$ cat config.mk
export PLATFORM = sky130hd
export DESIGN_NAME = dbgfa_top
export DESIGN_NICKNAME = d
export VERILOG_FILES = /design/src/rtl/dbgfa_top.v /design/src/rtl/dbgfa_mem.v
export VERILOG_INCLUDE_DIRS = /design/src /design/src/rtl
export SDC_FILE = /design/constraint.sdc
export NUM_CORES = 1
export LEC_CHECK = 0
export ABC_AREA = 1
export ABC_CLOCK_PERIOD_IN_PS = 7300
export BUFFER_PORTS_ARGS = -buffer_cell sky130_fd_sc_hd__buf_4
export CELL_PAD_IN_SITES_DETAIL_PLACEMENT = 1
export CELL_PAD_IN_SITES_GLOBAL_PLACEMENT = 2
export CORE_MARGIN = 2
export CORE_UTILIZATION = 40
export DETAILED_ROUTE_END_ITERATION = 16
export PLACE_DENSITY = 0.86
export SLEW_MARGIN = 30
export SYNTH_ARGS = -nofsm -noshare
export SYNTH_HDL_FRONTEND = slang
export SYNTH_HIERARCHICAL = 1
export SYNTH_SLANG_ARGS = --single-unit
$ cat constraint.sdc
create_clock -name core_clk -period 7.3 [get_ports core_clk]
set_input_delay 0.73 -clock core_clk [delete_from_list [all_inputs] [get_ports core_clk]]
set_output_delay 0.73 -clock core_clk [all_outputs]
set_load 0.1 [all_outputs]
$ cat src/rtl/dbgfa_map.vh
/*
 * register offsets, field positions and reset values of the trace fifo
 * readout and comparator a extension block.
 * assumes inclusion by bare name from the design files.
 */
`ifndef DBGFA_MAP_VH
`define DBGFA_MAP_VH

// ****************************************
// register offsets
// ****************************************
`define DBGFA_OFS_CMP_A_HIGH 4'h0
`define DBGFA_OFS_CMP_A_LOW 4'h1
`define DBGFA_OFS_FIFO_HIGH 4'h6
`define DBGFA_OFS_FIFO_LOW 4'h7
`define DBGFA_OFS_CMP_A_EXT 4'h8
`define DBGFA_OFS_FIFO_EXT 4'hB
`define DBGFA_OFS_FIFO_COUNT 4'hC

// ****************************************
// comparator a extension fields
// ****************************************
`define DBGFA_BIT_DIR_ENABLE 7
`define DBGFA_BIT_DIR_VALUE 6
`define DBGFA_BIT_PAGE_QUAL 5
`define DBGFA_BIT_ADDR16 0
`define DBGFA_EXT_WR_MASK 8'hE1

// ****************************************
// reset values
// ****************************************
`define DBGFA_RST_BYTE 8'h00

`endif

$ cat src/rtl/dbgfa_top.v
/*
 * trace fifo low byte readout and comparator a with extension controls.
 * assumes a synchronous register port on core_clk, a capture strobe from
 * the trigger logic, and core bus signals valid in the cycle they are sampled.
 */
// The implementer's own choice: strobed register access.
// Summary of operation
// - low byte register returns word bits 7..0
// - reading low byte advances fifo read pointer
// - event modes: low byte alone suffices
// - direction enable bit includes bus direction
// - direction value: 0 write, 1 read
// - page qualifier must equal paged-access flag
// - paged access: page index above addr 13..0
// - unpaged: bit16 zero or linear pointer
// - extension bit 0 compares address bit 16
// - end-trace reset keeps comparator a registers only with debug_module_enable set and begin_trigger_sel clear
// - low compare register matches address 7..0
// - high byte gives word bits 15..8
`include "dbgfa_map.vh"

module dbgfa_top #(
    parameter DEPTH = 8,
    parameter AW = 3
)(
    input wire core_clk,
    input wire nrst,
    input wire end_run_reset,
    input wire debug_module_enable,
    input wire begin_trigger_sel,
    input wire event_only_mode,
    input wire [3:0] reg_addr,
    input wire [7:0] reg_wdata,
    input wire reg_wr,
    input wire reg_rd,
    output reg [7:0] reg_rdata,
    input wire [15:0] cpu_addr,
    input wire [16:0] linear_addr,
    input wire linear_sel,
    input wire [2:0] program_page,
    input wire paged_access,
    input wire bus_read,
    input wire bus_valid,
    input wire capture,
    input wire [23:0] capture_word,
    output wire fifo_full,
    output reg cmp_a_match
);
    // ****************************************
    // registers and reset keep decision
    // ****************************************
    localparam [AW:0] DEPTH_W = DEPTH;

    // comparator a setup
    reg [7:0] cmp_a_high_reg;
    reg [7:0] cmp_a_low_reg;
    reg [7:0] cmp_a_ext_reg;
    reg [7:0] cmp_a_high_next;
    reg [7:0] cmp_a_low_next;
    reg [7:0] cmp_a_ext_next;
    wire keep_on_reset;
    wire wr_cmp_high;
    wire wr_cmp_low;
    wire wr_cmp_ext;

    // fifo state
    reg [AW-1:0] wr_ptr_reg;
    reg [AW-1:0] rd_ptr_reg;
    reg [AW:0] count_reg;
    reg [23:0] bypass_word_reg;
    reg bypass_sel_reg;
    wire [23:0] fifo_word;
    wire [23:0] mem_word;
    wire [23:0] wr_word;
    wire [AW-1:0] rd_addr_next;
    wire [7:0] count_byte;
    wire fifo_empty;
    wire rd_fifo_low;
    wire pop;
    wire push;

    // comparator a match terms
    wire [16:0] core_addr;
    wire [16:0] cmp_addr_exp;
    wire [16:0] addr_bit_hit;
    wire dir_ok;
    wire page_ok;
    wire addr_ok;

    // end-trace reset with trace armed keeps the comparator setup
    assign keep_on_reset = end_run_reset & debug_module_enable & ~begin_trigger_sel;

    // ****************************************
    // register port decode
    // ****************************************
    function is_reg;
        input [3:0] addr;
        input [3:0] ofs;
        begin
            is_reg = (addr == ofs);
        end
    endfunction

    // read view of every mapped register
    function [7:0] read_mux;
        input [3:0] addr;
        input [7:0] high;
        input [7:0] low;
        input [7:0] ext;
        input [23:0] word;
        input [7:0] count;
        begin
            case (addr)
                `DBGFA_OFS_CMP_A_HIGH: read_mux = high;
                `DBGFA_OFS_CMP_A_LOW: read_mux = low;
                `DBGFA_OFS_FIFO_HIGH: read_mux = word[15:8];
                `DBGFA_OFS_FIFO_LOW: read_mux = word[7:0];
                `DBGFA_OFS_CMP_A_EXT: read_mux = ext;
                `DBGFA_OFS_FIFO_EXT: read_mux = word[23:16];
                `DBGFA_OFS_FIFO_COUNT: read_mux = count;
                default: read_mux = 8'h00;
            endcase
        end
    endfunction

    assign wr_cmp_high = reg_wr && is_reg(reg_addr, `DBGFA_OFS_CMP_A_HIGH);
    assign wr_cmp_low = reg_wr && is_reg(reg_addr, `DBGFA_OFS_CMP_A_LOW);
    assign wr_cmp_ext = reg_wr && is_reg(reg_addr, `DBGFA_OFS_CMP_A_EXT);
    assign rd_fifo_low = reg_rd && is_reg(reg_addr, `DBGFA_OFS_FIFO_LOW);

    always @*
    begin
        cmp_a_high_next = cmp_a_high_reg;
        if (wr_cmp_high)
        begin
            cmp_a_high_next = reg_wdata;
        end
    end

    always @*
    begin
        cmp_a_low_next = cmp_a_low_reg;
        if (wr_cmp_low)
        begin
            cmp_a_low_next = reg_wdata;
        end
    end

    // bits 4..1 are not implemented and read as zero
    always @*
    begin
        cmp_a_ext_next = cmp_a_ext_reg;
        if (wr_cmp_ext)
        begin
            cmp_a_ext_next = reg_wdata & `DBGFA_EXT_WR_MASK;
        end
    end

    // ****************************************
    // comparator a registers
    // ****************************************
    always @(posedge core_clk)
    begin
        if (!nrst)
        begin
            if (!keep_on_reset)
            begin
                cmp_a_high_reg <= `DBGFA_RST_BYTE;
            end
        end
        else
        begin
            cmp_a_high_reg <= cmp_a_high_next;
        end
    end

    always @(posedge core_clk)
    begin
        if (!nrst)
        begin
            if (!keep_on_reset)
            begin
                cmp_a_low_reg <= `DBGFA_RST_BYTE;
            end
        end
        else
        begin
            cmp_a_low_reg <= cmp_a_low_next;
        end
    end

    always @(posedge core_clk)
    begin
        if (!nrst)
        begin
            if (!keep_on_reset)
            begin
                cmp_a_ext_reg <= `DBGFA_RST_BYTE;
            end
        end
        else
        begin
            cmp_a_ext_reg <= cmp_a_ext_next;
        end
    end

    // ****************************************
    // trace fifo pointers
    // ****************************************
    assign fifo_empty = (count_reg == {(AW+1){1'b0}});
    assign fifo_full = (count_reg == DEPTH_W);
    assign count_byte = {{(7-AW){1'b0}}, count_reg};
    // a low read on an empty fifo returns stale data and moves nothing
    assign pop = rd_fifo_low && !fifo_empty;
    assign push = capture && !fifo_full;

    always @(posedge core_clk)
    begin
        if (!nrst)
        begin
            wr_ptr_reg <= {AW{1'b0}};
            rd_ptr_reg <= {AW{1'b0}};
            count_reg <= {(AW+1){1'b0}};
        end
        else
        begin
            if (push)
            begin
                wr_ptr_reg <= wr_ptr_reg + 1'b1;
            end
            if (pop)
            begin
                rd_ptr_reg <= rd_ptr_reg + 1'b1;
            end
            if (push && !pop)
            begin
                count_reg <= count_reg + 1'b1;
            end
            else if (pop && !push)
            begin
                count_reg <= count_reg - 1'b1;
            end
        end
    end

    // ****************************************
    // trace word storage and read bypass
    // ****************************************
    // event words stored with upper bytes cleared
    assign wr_word = event_only_mode ? {16'h0000, capture_word[7:0]} : capture_word;
    assign rd_addr_next = pop ? rd_ptr_reg + 1'b1 : rd_ptr_reg;

    dbgfa_mem #(
        .WIDTH(24),
        .DEPTH(DEPTH),
        .AW(AW)
    ) u_mem (
        .core_clk(core_clk),
        .wr_en(push),
        .wr_addr(wr_ptr_reg),
        .wr_data(wr_word),
        .rd_addr(rd_addr_next),
        .rd_data(mem_word)
    );

    // a word written into the slot being read misses the registered
    // read data, so it is carried here for one cycle
    always @(posedge core_clk)
    begin
        if (!nrst)
        begin
            bypass_sel_reg <= 1'b0;
            bypass_word_reg <= 24'h000000;
        end
        else
        begin
            bypass_sel_reg <= push && (wr_ptr_reg == rd_addr_next);
            bypass_word_reg <= wr_word;
        end
    end

    assign fifo_word = bypass_sel_reg ? bypass_word_reg : mem_word;

    // ****************************************
    // read data, one cycle after the strobe
    // ****************************************
    always @(posedge core_clk)
    begin
        if (!nrst)
        begin
            reg_rdata <= 8'h00;
        end
        else if (reg_rd)
        begin
            reg_rdata <= read_mux(reg_addr, cmp_a_high_reg, cmp_a_low_reg, cmp_a_ext_reg,
                fifo_word, count_byte);
        end
        else
        begin
            reg_rdata <= 8'h00;
        end
    end

    // ****************************************
    // comparator a
    // ****************************************
    assign core_addr = paged_access ? {program_page, cpu_addr[13:0]}
        : (linear_sel ? linear_addr : {1'b0, cpu_addr});
    assign cmp_addr_exp = {cmp_a_ext_reg[`DBGFA_BIT_ADDR16], cmp_a_high_reg, cmp_a_low_reg};

    // one equality per core address bit
    genvar bit_idx;
    generate
        for (bit_idx = 0; bit_idx < 17; bit_idx = bit_idx + 1)
        begin : g_addr_bit
            assign addr_bit_hit[bit_idx] = (core_addr[bit_idx] == cmp_addr_exp[bit_idx]);
        end
    endgenerate

    assign addr_ok = (&addr_bit_hit[7:0])
        && (&addr_bit_hit[15:8])
        && addr_bit_hit[16];

    // ****************************************
    // match qualifiers
    // ****************************************
    assign dir_ok = !cmp_a_ext_reg[`DBGFA_BIT_DIR_ENABLE]
        || (bus_read == cmp_a_ext_reg[`DBGFA_BIT_DIR_VALUE]);
    assign page_ok = (paged_access == cmp_a_ext_reg[`DBGFA_BIT_PAGE_QUAL]);

    always @(posedge core_clk)
    begin
        if (!nrst)
        begin
            cmp_a_match <= 1'b0;
        end
        else
        begin
            cmp_a_match <= bus_valid && addr_ok && page_ok && dir_ok;
        end
    end
endmodule // dbgfa_top

$ cat src/rtl/dbgfa_mem.v
/*
 * small trace word memory with registered read data.
 * assumes one write port and one read port on core_clk.
 */
module dbgfa_mem #(
    parameter WIDTH = 24,
    parameter DEPTH = 8,
    parameter AW = 3
)(
    input wire core_clk,
    input wire wr_en,
    input wire [AW-1:0] wr_addr,
    input wire [WIDTH-1:0] wr_data,
    input wire [AW-1:0] rd_addr,
    output reg [WIDTH-1:0] rd_data
);
    reg [WIDTH-1:0] mem [0:DEPTH-1];

    always @(posedge core_clk)
    begin
        if (wr_en)
        begin
            mem[wr_addr] <= wr_data;
        end
        rd_data <= mem[rd_addr];
    end
endmodule // dbgfa_mem

==> reports/qor.txt, run 1 <==
=================================================================================
Result of the run .................................................. finished clean
Post-synthesis sequential area ratio ...............................        61.5%
Antenna violations before repair ...................................            0
Fraction of synthesized cell area taken by the top area cell type ..        50.7%
Main area contributors after synthesis ............................. edfxtp_1, nand2_1, dfxtp_1
Count of input and output buffers ..................................           94
Leakage dissipation ................................................      6.92 nW
GR Util All Layers .................................................        21.5%
H-tree level count .................................................            1
Worst min-delay path category ......................................       in2reg
Syn nets ...........................................................         1518
Fin util ...........................................................        47.3%
Number of cells in the finished layout apart from fillers ..........         1936
Maximum clock rate .................................................      279 MHz
Unrepaired setup endpoints after global routing ....................        false
Wire length after detailed routing .................................     34600 um
Routed wirelength normalized by instance count .....................      17.9 um
Layout area overhead ...............................................        15.9%
Remaining routing DRC violations ...................................            0
Clock root buffer ..................................................    clkbuf_16
Latest clock arrival within the worst-skew pair ....................       560 ps
Pins Over Slew Limit ...............................................            0
First-pass GRT wire length .........................................     55100 um
Standard cell with the maximum stage delay on the critical path ....        buf_4
Register bit count reported by yosys ...............................          280
Sink Count .........................................................          280
Total vias in the final route ......................................         9366
Initial core utilization ...........................................        40.8%
Power per standard cell area .......................................  255 nW/um^2
Post-Synthesis Cell Area ...........................................  12600 sq um
Cells after Synth ..................................................         1427
Maximum fanout count along the critical path .......................           72
Number of flip-flops under the largest register name ...............          192
Proportion of layout cells with a drive suffix above 1 .............        11.3%
Num CTS Buffers ....................................................           30
Area taken by multi-input logic gates ..............................   3490 sq um
Synth warnings .....................................................            6
Data arrival time of the worst path ................................      4030 ps
Number of fill cells in the layout .................................         3600
Number of top-level pins ...........................................           95
CTS-repair resized insts ...........................................            0
Final HPWL from detailed placement .................................     21500 um
Max-Slew Margin vs Limit ...........................................        39.3%
ANT cells ..........................................................            0
Req. time, crit path ...............................................      7740 ps
Transition time at the pin with the least slew margin ..............       904 ps
Top library cells by usage in the layout, fill and taps aside ...... nand2_1, inv_1, edfxtp_1
Top cell by count, worst path ......................................      nand2_1
Peak per-stage delay on the critical path ..........................       730 ps
Post-CTS Setup Bufs ................................................            0
Worst voltage drop across the vdd grid .............................     0.221 mV
Largest net degree at the start of global routing ..................           73
Antenna-violating nets left ........................................            0
Total negative slack for setup checks ..............................         0 ps
Synth cell types ...................................................           35
Hold-fix buffers, CTS ..............................................            0
Last weighted congestion value of the routability-driven placer ....        0.776
Setup-failing EPs final ............................................            0
Sequential standard cell area ......................................   7730 sq um
Crit share post-route ..............................................        49.2%
Cell-by-cell trace of the critical path ............................ buf_4 > inv_2 > nand2_1 > nor2_2 > nand3_1 > nand2_1 > nand2_2 > inv_2 > buf_4 > nand2_1 > nand3_1 > nand2_1 > nand2_1 > nand2_1
Largest buffer count on any clock path .............................            3
Clock slew seen by the registers of the worst setup and hold paths .        60 ps
Cell taking the most area after synthesis ..........................     edfxtp_1
Full die area ......................................................  32800 sq um
Detailed-route vias per instance ...................................         4.84
Largest clock skew in the final design .............................      19.1 ps
Number of placed cells counting well taps ..........................         1881
Kind of end point of the critical path .............................         flop
Final hold vios ....................................................            0
Class of the most critical setup path ..............................       in2reg
Area inside the core boundary ......................................  30700 sq um
Die X-Extent .......................................................       181 um
CTS tree ...........................................................          yes
Number of iterations in the first detailed-routing pass ............            4
Post-synthesis area per instance ...................................   8.80 sq um
Leading cell type in the layout, fill and taps excluded ............      nand2_1
Crit start category ................................................    input pin
Drt initial violations .............................................          463
Via count of the first global-routing pass .........................        10100
Nets ...............................................................         1608
Gr ovfl total ......................................................            0
Placement Rows .....................................................           64
Height of the die ..................................................       181 um
Final critical-path required period ................................      3590 ps
Max_cap viols ......................................................            0
=================================================================================
[synthesized netlist by cell type, drive strengths merged]
| library cell | n |
|---|---|
| nand4 | 5 |
| edfxtp | 212 |
| ha | 5 |
| nand2 | 505 |
| nor3 | 21 |
| a21oi | 15 |
| inv | 289 |
| o21ai | 20 |
| a31oi | 1 |
| and3 | 1 |
| xor2 | 2 |
| o211ai | 8 |
| and2 | 2 |
| o221ai | 1 |
| a22oi | 1 |
| fa | 1 |
| dfxtp | 68 |
| nor2 | 66 |
| nand3b | 1 |
| nand3 | 140 |
| buf | 34 |
| clkbuf | 18 |
| o22ai | 4 |
| xnor2 | 2 |
| or2 | 5 |
[report_power, final]
| group | internal (W) | switching [W] | total (W) |
|---|---|---|---|
| Combinational | 0.000125 | 0.000279 | 0.000404 |
| Clock | 0.000846 | 0.000622 | 0.00147 |
| Sequential | 0.00181 | 0.0000364 | 0.00184 |
[logic make-up (layout without fill, tap and decap cells)]
kind of cell	count (synthesis)	count (layout)	synth area share [%]
AOI/OAI and AO/OA	50	50	2.25
xor gates and xnor gates	4	4	0.279
adders and majority gates	6	6	0.658
buffers and inverters	341	454	10.9
DFF	280	280	61.5
and+or+nand+nor	746	746	24.4
[metal layers]
| layer | global-route usage (%) | vias to the layer above | share of wire, % |
|---|---|---|---|
| met5 | 0 | - | 0 |
| met4 | 5.66 | 0 | 2.6 |
| met3 | 2.74 | 53 | 4.3 |
| met2 | 38.6 | 189 | 50 |
| met1 | 27.3 | 4511 | 43 |
| li1 | - | 4613 | - |
[per-stage QoR]
step	hold WS (ps)	area [sq um]	setup slack, ps	total power (W)
after floorplan	490	12600	4780	0.00212
after global placement	530	13600	3270	0.00227
after detailed placement	534	13600	3140	0.00228
after CTS	405	14600	3700	0.00376
after global routing	423	14600	3210	0.00387
final	425	14600	3710	0.00372
[final cells by class]
type	count	area share, %
flip-flops and latches	280	53.1
multi-input cells	806	23.9
inverters	289	7.45
repair buffers	110	5.67
clock buffers	39	5.54
well taps	396	3.40
clock inverters	16	0.911
[worst max-delay path, delay by kind of cell]
family | cells | cell delay, ps
simple gates | 10 | 1830
buf+inv | 4 | 1420
[final timing paths]
path	to	cells after the start	slack (ps)	from
worst max register to register	u_mem/rd_data[2]	12	3940	count_reg[0]
worst min-delay path	bypass_word_reg[11]	3	420	capture_word[11]
worst max-delay path	u_mem/rd_data[2]	14	3710	reg_addr[3]
worst min register to register	count_reg[0]	1	540	count_reg[0]
Power figures use the tool's default switching activity.
==> run 2: changes to the inputs <==
--- a/config.mk
+++ b/config.mk
@@ -7,14 +7,14 @@
 export NUM_CORES = 1
 export LEC_CHECK = 0
 export ABC_AREA = 1
-export ABC_CLOCK_PERIOD_IN_PS = 7300
+export ABC_CLOCK_PERIOD_IN_PS = 3500
 export BUFFER_PORTS_ARGS = -buffer_cell sky130_fd_sc_hd__buf_4
 export CELL_PAD_IN_SITES_DETAIL_PLACEMENT = 1
 export CELL_PAD_IN_SITES_GLOBAL_PLACEMENT = 2
 export CORE_MARGIN = 2
-export CORE_UTILIZATION = 40
+export CORE_UTILIZATION = 37
 export DETAILED_ROUTE_END_ITERATION = 16
-export PLACE_DENSITY = 0.86
+export PLACE_DENSITY = 0.81
 export SLEW_MARGIN = 30
 export SYNTH_ARGS = -nofsm -noshare
 export SYNTH_HDL_FRONTEND = slang
==> constraint.sdc (replaced) <==
create_clock -name core_clk -period 3.5 [get_ports core_clk]
set_input_delay 0.35 -clock core_clk [delete_from_list [all_inputs] [get_ports core_clk]]
set_output_delay 0.35 -clock core_clk [all_outputs]
set_load 0.1 [all_outputs]
==> reports/qor.txt, run 2 (synthesis results as in run 1) <==
=================================================================================
Result of the run .................................................. finished clean
Drt initial violations .............................................          482
CTS tree ...........................................................          yes
Antenna-violating nets left ........................................            0
Area inside the core boundary ......................................  33400 sq um
Setup-failing EPs final ............................................            0
Post-CTS Setup Bufs ................................................            0
Num CTS Buffers ....................................................           34
Number of fill cells in the layout .................................         3870
Hold Worst Slack ...................................................      82.1 ps
Total vias in the final route ......................................         9427
Top library cells by usage in the layout, fill and taps aside ...... nand2_1, inv_1, edfxtp_1
Largest buffer count on any clock path .............................            3
Max-Slew Margin vs Limit ...........................................        44.4%
Gr ovfl total ......................................................            0
Proportion of layout cells with a drive suffix above 1 .............        12.1%
Sink Count .........................................................          280
Worst Reg-to-Reg Cells .............................................           12
H-tree level count .................................................            2
ANT cells ..........................................................            0
Cell-by-cell trace of the critical path ............................ nor2_1 > nand2_1 > nand3_1 > nand2_1 > nand2_2 > inv_2 > buf_4 > nand2_1 > nand3_1 > nand2_1 > nand2_1 > nand2_1
Antenna violations before repair ...................................            0
Crit start category ................................................         flop
Largest clock skew in the final design .............................      25.2 ps
Layout area overhead ...............................................        18.6%
Latest clock arrival within the worst-skew pair ....................       520 ps
Clock slew seen by the registers of the worst setup and hold paths .        60 ps
Height of the die ..................................................       188 um
Kind of end point of the critical path .............................         flop
Number of top-level pins ...........................................           95
Full die area ......................................................  35400 sq um
Top cell by count, worst path ......................................      nand2_1
Detailed-route vias per instance ...................................         4.70
Largest net degree at the start of global routing ..................           98
Peak per-stage delay on the critical path ..........................       450 ps
RR Startpoint ...................................................... count_reg[0]
Pins Over Slew Limit ...............................................            0
Count of input and output buffers ..................................           94
Class of the most critical setup path ..............................      reg2reg
Worst min-delay path category ......................................       in2reg
Power per standard cell area .......................................  549 nW/um^2
Max_cap viols ......................................................            0
Unrepaired setup endpoints after global routing ....................        false
Worst voltage drop across the vdd grid .............................     0.399 mV
Reg2Reg Setup Slack ................................................      1030 ps
Remaining routing DRC violations ...................................            0
Via count of the first global-routing pass .........................         9919
Wire length after detailed routing .................................     36100 um
GR Util All Layers .................................................        20.7%
Last weighted congestion value of the routability-driven placer ....        0.753
Final hold vios ....................................................            0
Leading cell type in the layout, fill and taps excluded ............      nand2_1
Post-route total power .............................................    0.00817 W
CTS-repair resized insts ...........................................            0
Final HPWL from detailed placement .................................     22800 um
Routed wirelength normalized by instance count .....................      18.0 um
Data arrival time of the worst path ................................      2880 ps
Endpoint of the worst hold path .................................... u_mem/mem[6][3]
Initial core utilization ...........................................        37.5%
Die X-Extent .......................................................       188 um
Final critical-path required period ................................      2470 ps
Start point of the worst min-delay path ............................ capture_word[3]
Leakage dissipation ................................................      7.06 nW
Placement Rows .....................................................           67
Maximum clock rate .................................................      404 MHz
Maximum fanout count along the critical path .......................           28
Number of flip-flops under the largest register name ...............          192
Hold-fix buffers, CTS ..............................................            0
Crit share post-route ..............................................        70.7%
Clock root buffer ..................................................    clkbuf_16
Req. time, crit path ...............................................      3910 ps
Hold Crit Depth ....................................................            1
Standard cell with the maximum stage delay on the critical path ....      dfxtp_1
Total negative slack for setup checks ..............................         0 ps
Critical R2R Capture ............................................... u_mem/rd_data[16]
Number of iterations in the first detailed-routing pass ............            4
First-pass GRT wire length .........................................     56400 um
Transition time at the pin with the least slew margin ..............       835 ps
Nets ...............................................................         1622
=================================================================================
[run 2: report_power, final]
part / internal, W / switching (W)
registers: 0.00377 / 0.0000781
logic: 0.000270 / 0.000588
clock network: 0.00212 / 0.00135
[run 2: worst max-delay path by stage]
stage / to / from / slack, ps / depth (start not counted)
after global routing: u_mem/rd_data[21] / count_reg[0] / 760 / 12
final: u_mem/rd_data[16] / count_reg[0] / 1030 / 12
after CTS: u_mem/rd_data[16] / count_reg[0] / 1000 / 12
after floorplan: u_mem/mem[1][0] / count_reg[0] / 1150 / 6
after detailed placement: u_mem/rd_data[16] / reg_addr[3] / 840 / 14
after global placement: u_mem/rd_data[2] / reg_addr[3] / 860 / 14
[run 2: per-stage QoR]
step,worst slack [ps],instances,cell area [sq um],utilization (%)
after floorplan,1150,1427,12600,-
after global placement,858,1943,13800,41.2
after detailed placement,836,1943,13800,41.2
after CTS,999,2005,14900,44.5
after global routing,760,2005,14900,44.5
final,1030,2005,14900,44.5
[run 2: critical path, delay by kind of cell (launching register included)]
| kind | cells | cell delay [ps] |
|---|---|---|
| AND/OR/NAND/NOR | 10 | 1120 |
| buffers and inverters | 2 | 790 |
| flip-flops | 1 | 450 |
[run 2: per-layer routing]
metal	global-route usage, %	share of wire (%)	routed length (um)
met1	26.6	45	16200
met2	36.5	49	17700
met3	3.26	4.1	1480
met4	5.51	1.9	697
met5	0	0	0
[run 2: final cells by class]
class / instances / area [sq um] / area share, %
clock buffer: 49 / 948 / 6.37
clock inverter: 13 / 163 / 1.09
inverter: 289 / 1080 / 7.28
multi-input combinational: 806 / 3490 / 23.4
sequential: 280 / 7730 / 51.9
tap: 448 / 561 / 3.76
timing repair buffer: 120 / 930 / 6.24
==> run 3: changes to the inputs <==
--- a/config.mk
+++ b/config.mk
@@ -7,14 +7,14 @@
 export NUM_CORES = 1
 export LEC_CHECK = 0
 export ABC_AREA = 1
-export ABC_CLOCK_PERIOD_IN_PS = 3500
+export ABC_CLOCK_PERIOD_IN_PS = 2000
 export BUFFER_PORTS_ARGS = -buffer_cell sky130_fd_sc_hd__buf_4
 export CELL_PAD_IN_SITES_DETAIL_PLACEMENT = 1
 export CELL_PAD_IN_SITES_GLOBAL_PLACEMENT = 2
 export CORE_MARGIN = 2
-export CORE_UTILIZATION = 37
+export CORE_UTILIZATION = 34
 export DETAILED_ROUTE_END_ITERATION = 16
-export PLACE_DENSITY = 0.81
+export PLACE_DENSITY = 0.78
 export SLEW_MARGIN = 30
 export SYNTH_ARGS = -nofsm -noshare
 export SYNTH_HDL_FRONTEND = slang
==> constraint.sdc (replaced) <==
create_clock -name core_clk -period 2 [get_ports core_clk]
set_input_delay 0.2 -clock core_clk [delete_from_list [all_inputs] [get_ports core_clk]]
set_output_delay 0.2 -clock core_clk [all_outputs]
set_load 0.1 [all_outputs]
==> reports/qor.txt, run 3 (synthesis results as in run 1) <==
=================================================================================
Full die area ......................................................  38500 sq um
Latest clock arrival within the worst-skew pair ....................       580 ps
First-pass GRT wire length .........................................     55600 um
Routed wirelength normalized by instance count .....................      17.7 um
Total negative slack for setup checks ..............................         0 ps
Clock slew seen by the registers of the worst setup and hold paths .        60 ps
Wire length after detailed routing .................................     36700 um
Number of top-level pins ...........................................           95
Endpoint of the worst hold path .................................... reg_rdata[3]
Last weighted congestion value of the routability-driven placer ....        0.754
Final HPWL from detailed placement .................................     23400 um
Pins Over Slew Limit ...............................................            0
Sequential standard cell area ......................................   7730 sq um
Final critical-path required period ................................      1870 ps
Largest clock skew in the final design .............................      31.1 ps
Initial core utilization ...........................................        34.4%
Top library cells by usage in the layout, fill and taps aside ...... nand2_1, inv_1, edfxtp_1
Crit share post-route ..............................................        93.6%
Largest buffer count on any clock path .............................            3
Reg2Reg Setup Slack ................................................       130 ps
Detailed-route vias per instance ...................................         4.60
CTS tree ...........................................................          yes
Gr ovfl total ......................................................            0
Max-Slew Margin vs Limit ...........................................        63.9%
Area taken by multi-input logic gates ..............................   3520 sq um
Peak per-stage delay on the critical path ..........................       360 ps
CP bufs+invs .......................................................            3
Max_cap viols ......................................................            0
Antenna violations before repair ...................................            0
Drt initial violations .............................................          315
Cell-by-cell trace of the critical path ............................ inv_1 > nand3_1 > nand2_2 > inv_1 > ha_2 > inv_2 > ha_1 > nand3_1 > nand2_1 > xor2_1 > nand2_1 > a21oi_1
Result of the run .................................................. finished clean
Setup Slack @ Placement ............................................      15.4 ps
Final hold vios ....................................................            0
Post-route total power .............................................     0.0138 W
Via count of the first global-routing pass .........................         9992
Req. time, crit path ...............................................      2510 ps
Maximum fanout count along the critical path .......................            4
Fin util ...........................................................        42.6%
Worst Reg-to-Reg Cells .............................................           12
Kind of end point of the critical path .............................         flop
Clock root buffer ..................................................    clkbuf_16
Power per standard cell area .......................................  886 nW/um^2
Leading cell type in the layout, fill and taps excluded ............      nand2_1
Die X-Extent .......................................................       196 um
Placement Rows .....................................................           70
Critical R2R Capture ............................................... count_reg[3]
Height of the die ..................................................       196 um
Unrepaired setup endpoints after global routing ....................         true
H-tree level count .................................................            1
GR Util All Layers .................................................        18.8%
Setup-failing EPs final ............................................            0
Hold Worst Slack ...................................................      26.2 ps
Antenna-violating nets left ........................................            0
Proportion of layout cells with a drive suffix above 1 .............        13.8%
Leakage dissipation ................................................      7.34 nW
Slack of the critical path .........................................       128 ps
RR Startpoint ...................................................... count_reg[2]
Hold Crit Depth ....................................................            4
Layout area overhead ...............................................        23.8%
Family with the most delay on the worst path .......................  adder cells
Number of flip-flops under the largest register name ...............          192
Standard cell with the maximum stage delay on the critical path ....      dfxtp_2
Worst min-delay path category ......................................       in2reg
Area inside the core boundary ......................................  36500 sq um
ANT cells ..........................................................            0
Start point of the worst min-delay path ............................  reg_addr[1]
Number of fill cells in the layout .................................         4212
Largest net degree at the start of global routing ..................           61
Crit start category ................................................         flop
Worst voltage drop across the vdd grid .............................     0.661 mV
Data arrival time of the worst path ................................      2380 ps
Class of the most critical setup path ..............................      reg2reg
Transition time at the pin with the least slew margin ..............       540 ps
Number of iterations in the first detailed-routing pass ............            4
Count of input and output buffers ..................................           94
Num CTS Buffers ....................................................           31
Remaining routing DRC violations ...................................            0
Nets ...............................................................         1680
Maximum clock rate .................................................      534 MHz
Total vias in the final route ......................................         9569
Sink Count .........................................................          280
=================================================================================
run 3: cell types whose count changed in the layout (fill, tap and decap cells not counted), sizes merged:
cell / change
bufinv: -2
clkinv: -2
inv: +1
buf: +27
clkbuf: -1
dlygate4sd3: +32
run 3: final cells by class:
class,instances,area share (%)
clock buffers,46,5.54
clock inverters,10,0.499
inverters,289,7.01
multi-input cells,806,22.7
flip-flops and latches,280,49.7
well taps,468,3.76
repair buffers,181,10.8
run 3: metrics by stage:
step | instances | area [sq um]
finish | 2080 | 15600
global route | 2080 | 15600
CTS | 2077 | 15400
detailed placement | 1989 | 14200
global placement | 1989 | 14200
floorplan | 1427 | 12600
run 3: routing by layer:
layer	wire length (um)	track usage, %	up-vias
met1	16500	24.3	4602
met4	1010	5.42	0
li1	-	-	4771
met2	18000	33.2	144
met5	0	0	-
met3	1160	2.32	52
run 3: worst max-delay path by stage:
stage                 start               to  cells past startpoint
6_report       count_reg[2]     count_reg[3]                     12
5_1_grt        count_reg[2]     count_reg[3]                     12
4_1_cts        count_reg[2]     count_reg[3]                     12
3_5_place_dp   count_reg[0]     count_reg[3]                     12
3_3_place_gp   count_reg[0]     count_reg[3]                     11
2_1_floorplan  count_reg[0]  u_mem/mem[1][0]                      6
run 3: power breakdown:
group	leakage, nW	internal [W]	switching [W]
clock network	0.465	0.00308	0.00227
logic	4.36	0.000620	0.00109
registers	2.52	0.00660	0.000123
total	7.34	0.0103	0.00348
run 3: repair_timing:
item / CTS / global route
resized for setup: 1 / 15
hold endpoints to repair: 107 / 0
hold buffers: 32 / 0
setup endpoints to repair: 1 / 155
pin swaps: 0 / 1
setup buffers: 0 / 1
gates cloned: 0 / 2
run 3: worst register-to-register path: cells and delay by family, from the launching register on:
kind                     cells  cell delay (ps)
AO/OA/AOI/OAI                1              110
AND/OR/NAND/NOR              5              450
XOR/XNOR                     1              150
flip-flops                   1              360
adder cells (fa/ha/maj)      2              540
buffers and inverters        3              210
